`src/shared/wdtm_pkg.sv`:
```
package wdtm_pkg;
    // register byte offsets on the bus
    localparam logic [11:0] WDCTL_OFS = 12'h000;
    localparam logic [11:0] CKCTL_OFS = 12'h004;
    localparam logic [11:0] XIEN_OFS = 12'h008;
    localparam logic [11:0] GIEN_OFS = 12'h00C;
    localparam int ADDR_W = 12;
    localparam int DATA_W = 32;
    localparam int STRB_W = 4;
    localparam int STRB_LANE = 0;
    // watchdog_control_reg fields
    localparam int TFLAG_BIT = 3;
    localparam int RCAUSE_BIT = 2;
    localparam int REN_BIT = 1;
    localparam int RESTART_BIT = 0;
    // clock_control_reg interval field
    localparam int SEL_LSB = 6;
    localparam int SEL_MSB = 7;
    // interrupt enable bits
    localparam int WDIE_BIT = 4;
    localparam int GIE_BIT = 7;
    localparam logic [1:0] SEL_RST = 2'h0;
    localparam logic [1:0] SEL_17 = 2'h0;
    localparam logic [1:0] SEL_20 = 2'h1;
    localparam logic [1:0] SEL_23 = 2'h2;
    // time-out intervals in system clocks
    localparam int unsigned TOUT0_CLKS = 131072;
    localparam int unsigned TOUT1_CLKS = 1048576;
    localparam int unsigned TOUT2_CLKS = 8388608;
    localparam int unsigned TOUT3_CLKS = 67108864;
    localparam int DIV_W = 26;
    // grace period and reset pulse length
    localparam int unsigned GRACE_CLKS = 512;
    localparam int unsigned MC_CLKS = 4;
    localparam int unsigned RST_MCYC = 2;
    localparam int unsigned RST_HOLD_CLKS = MC_CLKS * RST_MCYC;
    localparam int GCNT_W = 10;
    localparam logic [GCNT_W-1:0] GRACE_LAST = GCNT_W'(GRACE_CLKS - 1);
    localparam logic [GCNT_W-1:0] HOLD_LAST = GCNT_W'(RST_HOLD_CLKS - 1);
    typedef enum logic [1:0] {
        WDTM_IDLE,
        WDTM_GRACE,
        WDTM_HOLD
    } wdtm_state_t;
endpackage

```
`src/hw/wdtm_div.sv`:
```
`timescale 1ns/1ps
module wdtm_div
    import wdtm_pkg::*;
#(
    parameter int unsigned TOUT0 = TOUT0_CLKS,
    parameter int unsigned TOUT1 = TOUT1_CLKS,
    parameter int unsigned TOUT2 = TOUT2_CLKS,
    parameter int unsigned TOUT3 = TOUT3_CLKS
) (
    input wire logic pclk,
    input wire logic presetn,
    input wire logic ce,
    input wire logic clr,
    input wire logic [1:0] sel,
    output logic [DIV_W-1:0] cnt_r,
    output logic tout_r
);
    logic [DIV_W-1:0] last;

    // terminal count of the selected tap
    always_comb begin
        case (sel)
            SEL_17: last = DIV_W'(TOUT0 - 1);
            SEL_20: last = DIV_W'(TOUT1 - 1);
            SEL_23: last = DIV_W'(TOUT2 - 1);
            default: last = DIV_W'(TOUT3 - 1);
        endcase
    end

    // free-running divider; >= so a shortened interval still wraps at once
    always_ff @(posedge pclk or negedge presetn) begin
        if (!presetn) begin
            cnt_r <= '0;
            tout_r <= 1'b0;
        end else if (ce) begin
            if (clr) begin
                cnt_r <= '0; // see RULE_11
                tout_r <= 1'b0;
            end else if (cnt_r >= last) begin
                cnt_r <= '0; // see RULE_01
                tout_r <= 1'b1; // see RULE_02
            end else begin
                cnt_r <= cnt_r + 1'b1;
                tout_r <= 1'b0;
            end
        end
    end
endmodule // wdtm_div

```
`src/hw/wdtm_rgen.sv`:
```
`timescale 1ns/1ps
module wdtm_rgen
    import wdtm_pkg::*;
(
    input wire logic pclk,
    input wire logic presetn,
    input wire logic ce,
    input wire logic tout,
    input wire logic cancel,
    input wire logic arm_en,
    output logic fire_r,
    output logic rst_r
);
    wdtm_state_t state_r;
    logic [GCNT_W-1:0] cnt_r;

    // grace countdown after a time-out, then the reset hold
    always_ff @(posedge pclk or negedge presetn) begin
        if (!presetn) begin
            state_r <= WDTM_IDLE;
            cnt_r <= '0;
            fire_r <= 1'b0;
            rst_r <= 1'b0;
        end else if (ce) begin
            fire_r <= 1'b0;
            case (state_r)
                WDTM_IDLE: begin
                    cnt_r <= '0;
                    if (tout && !cancel) begin
                        state_r <= WDTM_GRACE;
                    end
                end
                WDTM_GRACE: begin
                    if (cancel) begin
                        state_r <= WDTM_IDLE; // see RULE_11
                    end else if (cnt_r == GRACE_LAST) begin
                        cnt_r <= '0;
                        if (arm_en) begin
                            state_r <= WDTM_HOLD; // see RULE_07
                            fire_r <= 1'b1;
                            rst_r <= 1'b1;
                        end else begin
                            state_r <= WDTM_IDLE; // see RULE_10
                        end
                    end else begin
                        cnt_r <= cnt_r + 1'b1;
                    end
                end
                WDTM_HOLD: begin
                    if (cnt_r == HOLD_LAST) begin
                        state_r <= WDTM_IDLE; // see RULE_08
                        rst_r <= 1'b0;
                        cnt_r <= '0;
                    end else begin
                        cnt_r <= cnt_r + 1'b1;
                    end
                end
                default: begin
                    state_r <= WDTM_IDLE;
                end
            endcase
        end
    end
endmodule // wdtm_rgen

```
`src/hw/wdtm_top.sv`:
```
// The implementer's own choices: the register addresses and the APB register port.
`timescale 1ns/1ps
// Operation
// RULE_01 - the watchdog is a divider of the system clock that never stops.
// RULE_02 - interval codes 0..3 pick 2^17, 2^20, 2^23 or 2^26 clocks.
// RULE_03 - after reset the interval code is 0, the shortest time-out.
// RULE_04 - each elapsed interval sets the time-out flag, enabled or not.
// RULE_05 - interrupt when flag, watchdog enable and global enable are set.
// RULE_06 - the time-out flag clears on a software zero or on any reset.
// RULE_07 - with reset enabled, no restart for 512 clocks gives a reset.
// RULE_08 - that reset lasts two machine cycles and sets the cause flag.
// RULE_09 - the cause flag stays until cleared; untouched while disabled.
// RULE_10 - reset enable only gates the reset; the divider keeps running.
// RULE_11 - a restart write clears the divider and any pending countdown.
// RULE_12 - interrupt and reset paths are independent of one another.
// RULE_13 - power-fail disables the watchdog; its own reset restarts it.
// RULE_14 - reset enable, time-out flag and restart need timed access.
// RULE_15 - software should restart the timer before relying on it.
// RULE_16 - timed access is a one-cycle qualifier from the core.
module wdtm_top
    import wdtm_pkg::*;
#(
    parameter int unsigned TOUT0 = TOUT0_CLKS,
    parameter int unsigned TOUT1 = TOUT1_CLKS,
    parameter int unsigned TOUT2 = TOUT2_CLKS,
    parameter int unsigned TOUT3 = TOUT3_CLKS
) (
    input wire logic pclk,
    input wire logic presetn,
    input wire logic ce,
    input wire logic psel,
    input wire logic penable,
    input wire logic pwrite,
    input wire logic [ADDR_W-1:0] paddr,
    input wire logic [DATA_W-1:0] pwdata,
    input wire logic [STRB_W-1:0] pstrb,
    output logic [DATA_W-1:0] prdata,
    output logic pready,
    output logic pslverr,
    input wire logic ta_unlock,
    input wire logic pwr_fail,
    output logic irq,
    output logic sys_rst
);
    logic pf_s1_r;
    logic pf_s2_r;
    logic pready_r;
    logic [DATA_W-1:0] prdata_r;
    logic pslverr_r;
    logic ren_r;
    logic tflag_r;
    logic rcause_r;
    logic [1:0] sel_r;
    logic wdie_r;
    logic gie_r;
    logic irq_r;
    logic sys_rst_r;
    logic hit_wdctl;
    logic hit_ckctl;
    logic hit_xien;
    logic hit_gien;
    logic hit_any;
    logic setup;
    logic access;
    logic wr_lane;
    logic wr_wdctl;
    logic wr_prot;
    logic restart;
    logic div_clr;
    logic rg_cancel;
    logic fire;
    logic rg_rst;
    logic tout;
    logic [DIV_W-1:0] div_cnt;
    logic [DATA_W-1:0] rd_data;

    // power-fail is an async pin: two flops before anyone reads it
    always_ff @(posedge pclk or negedge presetn) begin
        if (!presetn) begin
            pf_s1_r <= 1'b0;
            pf_s2_r <= 1'b0;
        end else if (ce) begin
            pf_s1_r <= pwr_fail;
            pf_s2_r <= pf_s1_r;
        end
    end

    // bus phases; writes land only at the completing access edge
    assign setup = psel && !penable;
    assign access = psel && penable && pready_r;
    assign wr_lane = access && pwrite && pstrb[STRB_LANE];

    // address decode
    always_comb begin
        hit_wdctl = 1'b0;
        hit_ckctl = 1'b0;
        hit_xien = 1'b0;
        hit_gien = 1'b0;
        if (paddr == WDCTL_OFS) begin
            hit_wdctl = 1'b1;
        end else if (paddr == CKCTL_OFS) begin
            hit_ckctl = 1'b1;
        end else if (paddr == XIEN_OFS) begin
            hit_xien = 1'b1;
        end else if (paddr == GIEN_OFS) begin
            hit_gien = 1'b1;
        end
    end
    assign hit_any = hit_wdctl || hit_ckctl || hit_xien || hit_gien;

    // protected writes need the unlock in the same cycle
    assign wr_wdctl = wr_lane && hit_wdctl;
    assign wr_prot = wr_wdctl && ta_unlock; // see RULE_14, see RULE_16
    assign restart = wr_prot && pwdata[RESTART_BIT]; // see RULE_11

    // any restart source clears the chain; own reset restarts too
    assign div_clr = restart || fire || pf_s2_r; // see RULE_13
    assign rg_cancel = restart || pf_s2_r;

    wdtm_div #(
        .TOUT0(TOUT0),
        .TOUT1(TOUT1),
        .TOUT2(TOUT2),
        .TOUT3(TOUT3)
    ) u_div (
        .pclk(pclk),
        .presetn(presetn),
        .ce(ce),
        .clr(div_clr),
        .sel(sel_r),
        .cnt_r(div_cnt),
        .tout_r(tout)
    );

    wdtm_rgen u_rgen (
        .pclk(pclk),
        .presetn(presetn),
        .ce(ce),
        .tout(tout),
        .cancel(rg_cancel),
        .arm_en(ren_r),
        .fire_r(fire),
        .rst_r(rg_rst)
    );

    // single wait-free access: ready follows the setup cycle
    always_ff @(posedge pclk or negedge presetn) begin
        if (!presetn) begin
            pready_r <= 1'b0;
        end else if (ce) begin
            pready_r <= setup;
        end
    end

    // read view; restart always reads back zero as it self-clears
    always_comb begin
        rd_data = '0;
        if (hit_wdctl) begin
            rd_data[TFLAG_BIT] = tflag_r;
            rd_data[RCAUSE_BIT] = rcause_r;
            rd_data[REN_BIT] = ren_r;
        end else if (hit_ckctl) begin
            rd_data[SEL_MSB:SEL_LSB] = sel_r;
        end else if (hit_xien) begin
            rd_data[WDIE_BIT] = wdie_r;
        end else if (hit_gien) begin
            rd_data[GIE_BIT] = gie_r;
        end
    end

    // read data and error are captured in setup, steady through access
    always_ff @(posedge pclk or negedge presetn) begin
        if (!presetn) begin
            prdata_r <= '0;
            pslverr_r <= 1'b0;
        end else if (ce) begin
            if (setup) begin
                prdata_r <= pwrite ? '0 : rd_data;
                pslverr_r <= !hit_any;
            end else if (access) begin
                pslverr_r <= 1'b0;
            end
        end
    end

    // reset enable: power events or a protected write clear it, not the own reset
    always_ff @(posedge pclk or negedge presetn) begin
        if (!presetn) begin
            ren_r <= 1'b0; // see RULE_13
        end else if (ce) begin
            if (pf_s2_r) begin
                ren_r <= 1'b0; // see RULE_13
            end else if (wr_prot) begin
                ren_r <= pwdata[REN_BIT]; // see RULE_10
            end
        end
    end

    // time-out flag: hardware set beats a software clear
    always_ff @(posedge pclk or negedge presetn) begin
        if (!presetn) begin
            tflag_r <= 1'b0;
        end else if (ce) begin
            if (pf_s2_r || fire) begin
                tflag_r <= 1'b0; // see RULE_06
            end else if (tout) begin
                tflag_r <= 1'b1; // see RULE_04
            end else if (wr_prot) begin
                tflag_r <= pwdata[TFLAG_BIT]; // see RULE_06
            end
        end
    end

    // reset cause: only a fire sets it, and a fire needs reset enable
    always_ff @(posedge pclk or negedge presetn) begin
        if (!presetn) begin
            rcause_r <= 1'b0;
        end else if (ce) begin
            if (pf_s2_r) begin
                rcause_r <= 1'b0; // see RULE_09
            end else if (fire) begin
                rcause_r <= 1'b1; // see RULE_08
            end else if (wr_wdctl && !pwdata[RCAUSE_BIT]) begin
                rcause_r <= 1'b0; // see RULE_09
            end
        end
    end

    // interval select, back to shortest on every reset
    always_ff @(posedge pclk or negedge presetn) begin
        if (!presetn) begin
            sel_r <= SEL_RST; // see RULE_03
        end else if (ce) begin
            if (pf_s2_r || fire) begin
                sel_r <= SEL_RST; // see RULE_03
            end else if (wr_lane && hit_ckctl) begin
                sel_r <= pwdata[SEL_MSB:SEL_LSB]; // see RULE_02
            end
        end
    end

    // interrupt enables, cleared by any reset like other core bits
    always_ff @(posedge pclk or negedge presetn) begin
        if (!presetn) begin
            wdie_r <= 1'b0;
            gie_r <= 1'b0;
        end else if (ce) begin
            if (pf_s2_r || fire) begin
                wdie_r <= 1'b0;
                gie_r <= 1'b0;
            end else begin
                if (wr_lane && hit_xien) begin
                    wdie_r <= pwdata[WDIE_BIT];
                end
                if (wr_lane && hit_gien) begin
                    gie_r <= pwdata[GIE_BIT];
                end
            end
        end
    end

    // interrupt ignores reset enable so both paths stand alone
    always_ff @(posedge pclk or negedge presetn) begin
        if (!presetn) begin
            irq_r <= 1'b0;
        end else if (ce) begin
            irq_r <= tflag_r && wdie_r && gie_r; // see RULE_05, see RULE_12
        end
    end

    // system reset output, retimed so it leaves a flop
    always_ff @(posedge pclk or negedge presetn) begin
        if (!presetn) begin
            sys_rst_r <= 1'b0;
        end else if (ce) begin
            sys_rst_r <= rg_rst; // see RULE_08
        end
    end

    assign prdata = prdata_r;
    assign pready = pready_r;
    assign pslverr = pslverr_r;
    assign irq = irq_r;
    assign sys_rst = sys_rst_r;
endmodule // wdtm_top

```
`config.mk`:
```
export PLATFORM = sky130hd
export DESIGN_NAME = wdtm_top
export DESIGN_NICKNAME = d
export VERILOG_FILES = /design/src/shared/wdtm_pkg.sv /design/src/hw/wdtm_div.sv /design/src/hw/wdtm_rgen.sv /design/src/hw/wdtm_top.sv
export SDC_FILE = /design/constraint.sdc
export NUM_CORES = 1
export LEC_CHECK = 0
export BUFFER_PORTS_ARGS = -buffer_cell sky130_fd_sc_hd__buf_2
export CAP_MARGIN = 10
export CORE_MARGIN = 2
export CORE_UTILIZATION = 37
export CTS_CLUSTER_DIAMETER = 30
export CTS_CLUSTER_SIZE = 8
export DETAILED_ROUTE_END_ITERATION = 10
export GPL_TIMING_DRIVEN = 1
export PLACE_DENSITY = 0.58
export SKIP_LAST_GASP = 1
export SLEW_MARGIN = 20
export SYNTH_ARGS = -nofsm -noshare
export SYNTH_HDL_FRONTEND = slang
export SYNTH_HIERARCHICAL = 1
export SYNTH_SLANG_ARGS = --single-unit
export TNS_END_PERCENT = 30
```
`constraint.sdc`:
```
create_clock -name pclk -period 2.06 [get_ports pclk]
set_clock_uncertainty 0.05 [all_clocks]
set_input_delay 0.206 -clock pclk [delete_from_list [all_inputs] [get_ports pclk]]
set_output_delay 0.206 -clock pclk [all_outputs]
set_load 0.05 [all_outputs]
```
==> results_tabular.tex <==
\begin{tabular}{lr}
\hline
Metric & Value \\
\hline
\multicolumn{2}{l}{\textbf{Timing}} \\
\quad Endpoints failing hold & 0 \\
\quad Worst Slack Setup Final & -0.159 ns \\
\quad Achievable Freq & 451 MHz \\
\quad Unrepaired setup endpoints after global routing & true \\
\quad Count of endpoints failing setup in the final report & 18 \\
\quad Number of max-slew violations in the final report & 0 \\
\quad Ratio of final minimum period to clock period & 1.08 \\
\quad Final critical path time including I/O delays and setup & 2.22 ns \\
\multicolumn{2}{l}{\textbf{Critical path}} \\
\quad Crit path largest cell delay & 0.42 ns \\
\quad Arrival time worst endpoint & 2.39 ns \\
\quad Max stage delay cell, worst path & sky130\_fd\_sc\_hd\_\_dfrtp\_1 \\
\quad CP Data Required Time & 2.23 ns \\
\quad Highest fanout seen on the critical path & 9 \\
\quad Kind of start point of the critical path & flip-flop \\
\quad CP cell instances & o21ba\_4 > a2111oi\_4 > o21bai\_4 > o31a\_4 > buf\_12 > and3\_1 > a211o\_1 \\
\quad Capturing element type of the critical path & flip-flop \\
\quad Crit Path Category & reg -> reg \\
\multicolumn{2}{l}{\textbf{Synth}} \\
\quad Sequential cell area fraction in the yosys report & 0.386 \\
\quad Most instantiated cells after synthesis & 60 x sky130\_fd\_sc\_hd\_\_dfrtp\_1, 43 x sky130\_fd\_sc\_hd\_\_nand2\_1, 31 x sky130\_fd\_sc\_hd\_\_buf\_4 \\
\quad Post-synth EDFFs & 0 \\
\quad Largest cells by area after synthesis & sky130\_fd\_sc\_hd\_\_dfrtp\_1 39\%, sky130\_fd\_sc\_hd\_\_buf\_4 6.0\%, sky130\_fd\_sc\_hd\_\_nand2\_1 4.2\%, sky130\_fd\_sc\_hd\_\_a31oi\_1 3.1\%, sky130\_fd\_sc\_hd\_\_ha\_1 2.9\% \\
\quad Area of the mapped netlist & 3890 sq um \\
\quad Ys flop type & sky130\_fd\_sc\_hd\_\_dfrtp\_1 \\
\quad Mapped Avg Cell Area & 9.28 sq um \\
\quad Synth Instances & 419 \\
\quad Portion of synthesized cell area occupied by the leading cell type & 0.386 \\
\quad Yosys top cell by area & sky130\_fd\_sc\_hd\_\_dfrtp\_1 \\
\quad Count of state elements after synthesis & 60 \\
\quad Ys async rst share & 1.00 \\
\quad Cell with the most instances after synthesis & sky130\_fd\_sc\_hd\_\_dfrtp\_1 \\
\quad Distinct cell type count after synthesis & 75 \\
\quad Yosys Warn Count & 6 \\
\multicolumn{2}{l}{\textbf{Place}} \\
\quad Place WS & -0.346 ns \\
\quad Count of input and output buffers & 37 \\
\quad Placed insts & 636 \\
\quad Post-detail-place hpwl & 6820 microns \\
\quad Final weighted congestion of routability-driven global placement & 0.814 \\
\multicolumn{2}{l}{\textbf{CTS}} \\
\quad Sink Count & 60 \\
\quad Clock buffer depth & 2 \\
\quad Clock root cell & sky130\_fd\_sc\_hd\_\_clkbuf\_8 \\
\quad Insertion delay to the later sink of the worst-skew pair & 0.34 ns \\
\quad CTS tree & built \\
\quad Total CTS buffers & 9 \\
\quad H-tree depth & 3 \\
\quad Clock slew at the register clock pins of the worst setup and hold paths & 0.08 ns \\
\multicolumn{2}{l}{\textbf{Power}} \\
\quad Overall Power & 3510 uW \\
\quad Maximum vdd ir drop & 0.352 mV \\
\quad Lkg Pwr & 0.00226 uW \\
\quad Power per cell area & 710 nW/um\^{}2 \\
\multicolumn{2}{l}{\textbf{Detailed routing}} \\
\quad Vias/cell & 5.43 \\
\quad Routed via count & 3571 \\
\quad Total iterations of the first detailed-routing run & 5 \\
\quad Wire length per cell & 14.9 microns \\
\quad Post-route ant nets & 0 \\
\quad Initial DRC Count & 257 \\
\quad Total wirelength of the detailed-routed design & 9820 microns \\
\quad Drc violations & 0 \\
\multicolumn{2}{l}{\textbf{Layout}} \\
\quad Footprint of the flip-flops and latches & 1500 sq um \\
\quad Area added between synthesis and finish & 27.1\% \\
\quad Area occupied by multi-input gates & 2220 sq um \\
\quad Final net count & 582 \\
\quad ANT cells & 0 \\
\quad Final Non-Filler Cells & 658 \\
\quad Ratio of cells with drive above 1 in the final layout & 0.349 \\
\quad Filler instances & 965 \\
\multicolumn{2}{l}{\textbf{Global route}} \\
\quad Global-route wire length before repair & 16500 microns \\
\quad GRT Overall Usage & 0.181 \\
\quad Pin count of the biggest net entering global routing & 61 \\
\quad Number of global-route vias before repair & 3569 \\
\quad Sum of overflow across all layers after global routing & 0 \\
\quad Initial antenna violation count & 0 \\
\multicolumn{2}{l}{\textbf{Floorplan}} \\
\quad Area of the placeable core & 10300 sq um \\
\quad Site row count & 37 \\
\quad DIE AREA & 11300 sq um \\
\quad Die span in y & 107 microns \\
\quad Chip Width & 107 microns \\
\quad Number of placed I/O pins & 92 \\
\quad Starting density of the core & 0.378 \\
\multicolumn{2}{l}{\textbf{Outcome}} \\
\quad Outcome & finished, violations left \\
\quad Violated checks & setup timing \\
\multicolumn{2}{l}{\textbf{Min path}} \\
\quad Worst Hold Class & in -> reg \\
\multicolumn{2}{l}{\textbf{Flow run}} \\
\quad Number of max-cap violations & 0 \\
\hline
\end{tabular}
[layout by cell type, fill, tap and decap left out, types with 5 or more instances in the layout]
| cell type | n |
|---|---|
| sky130_fd_sc_hd__clkbuf_8 | 9 |
| sky130_fd_sc_hd__nor2b_1 | 6 |
| sky130_fd_sc_hd__buf_2 | 37 |
| sky130_fd_sc_hd__nand3_1 | 19 |
| sky130_fd_sc_hd__conb_1 | 26 |
| sky130_fd_sc_hd__nand4_1 | 8 |
| sky130_fd_sc_hd__nand2b_1 | 6 |
| sky130_fd_sc_hd__a21oi_1 | 7 |
| sky130_fd_sc_hd__nor3_1 | 8 |
| sky130_fd_sc_hd__o21ai_0 | 9 |
| sky130_fd_sc_hd__and3_1 | 9 |
| sky130_fd_sc_hd__ha_1 | 7 |
| sky130_fd_sc_hd__nor2_1 | 18 |
| sky130_fd_sc_hd__o21ai_1 | 9 |
| sky130_fd_sc_hd__inv_1 | 23 |
| sky130_fd_sc_hd__a32o_2 | 5 |
| sky130_fd_sc_hd__o211ai_1 | 12 |
| sky130_fd_sc_hd__dfrtp_1 | 58 |
| sky130_fd_sc_hd__a41oi_1 | 8 |
| sky130_fd_sc_hd__nand2_1 | 42 |
| sky130_fd_sc_hd__buf_4 | 62 |
| sky130_fd_sc_hd__buf_6 | 5 |
| sky130_fd_sc_hd__a21oi_2 | 9 |
| sky130_fd_sc_hd__a31oi_1 | 18 |
[metal layers]
layer,global-route usage,part of all wire,up-vias
met5,0,0,-
met4,0.0714,0.019,0
met3,0.0411,0.044,17
met2,0.305,0.49,115
met1,0.224,0.45,1717
li1,-,-,1722
[sequential cells by signal, indices dropped and copies added (netlist names), 2 cells and up]
name            cells
u_div/cnt_r        26
prdata              6
u_rgen/state_r      2
u_rgen/cnt_r       10
sel_r               2
[kinds of logic (layout without fill, tap and decap cells)]
logic type | after synthesis | count (layout) | synth area share
AO/OA/AOI/OAI | 125 | 125 | 0.249
adder cells (fa/ha/maj) | 9 | 9 | 0.0290
buffers and inverters | 68 | 146 | 0.105
flip-flops | 60 | 60 | 0.386
multiplexers | 6 | 6 | 0.0180
other | 1 | 26 | 0.000965
AND/OR/NAND/NOR | 150 | 150 | 0.211
[final timing paths]
kind | startpoint | end | slack [ns] | cells after the start
max in group asynchronous | presetn | sel_r[1] | 1.32 | 3
min in group asynchronous | presetn | u_div/cnt_r[24] | 0.37 | 3
max | u_div/cnt_r[18] | u_div/cnt_r[21] | -0.16 | 7
min reg2reg | prdata[1] | prdata[1] | 0.44 | 1
max reg2reg | u_div/cnt_r[18] | u_div/cnt_r[21] | -0.16 | 7
min | pwr_fail | pf_s1_r | 0.04 | 2
[report_power, final]
group          internal, uW  leakage (uW)  switching [uW]
combinational           395       0.00135             647
sequential             1290      0.000814             101
clock                   564     0.0000958             513
total                  2250       0.00226            1260
[timing repair]
item / 4_1_cts / 5_1_grt
resized for setup: 14 / 15
buffers inserted: 2 / 2
hold endpoints to repair: 60 / 0
pin swaps: 5 / 9
hold buffers: 1 / 0
setup endpoints to repair: 26 / 30
cloned: 2 / 0
[critical path, delay by kind of cell (launching register included)]
kind | cells | cell delay [ns]
AOI/OAI and AO/OA | 5 | 1.31
DFF | 1 | 0.42
and+or+nand+nor | 1 | 0.16
buffers and inverters | 1 | 0.15
[per-stage QoR]
step	hold WS [ns]	instance area (sq um)	util	setup TNS (ns)
floorplan	-0.140	4040	-	-1.67
global placement	0.197	4560	0.444	-4.92
detailed placement	0.208	4560	0.444	-5.76
CTS	0.0265	4890	0.476	-0.686
global route	0.0308	4940	0.481	-3.11
finish	0.0446	4940	0.481	-0.882
[layout make-up]
type | instances | area share
clock buffer | 9 | 0.0251
inverter | 23 | 0.0175
multi-input combinational | 316 | 0.450
sequential | 60 | 0.304
tap | 136 | 0.0344
timing repair buffer | 107 | 0.153
clock inverter | 7 | 0.0154
No activity file was read; power rests on OpenSTA's default activity.
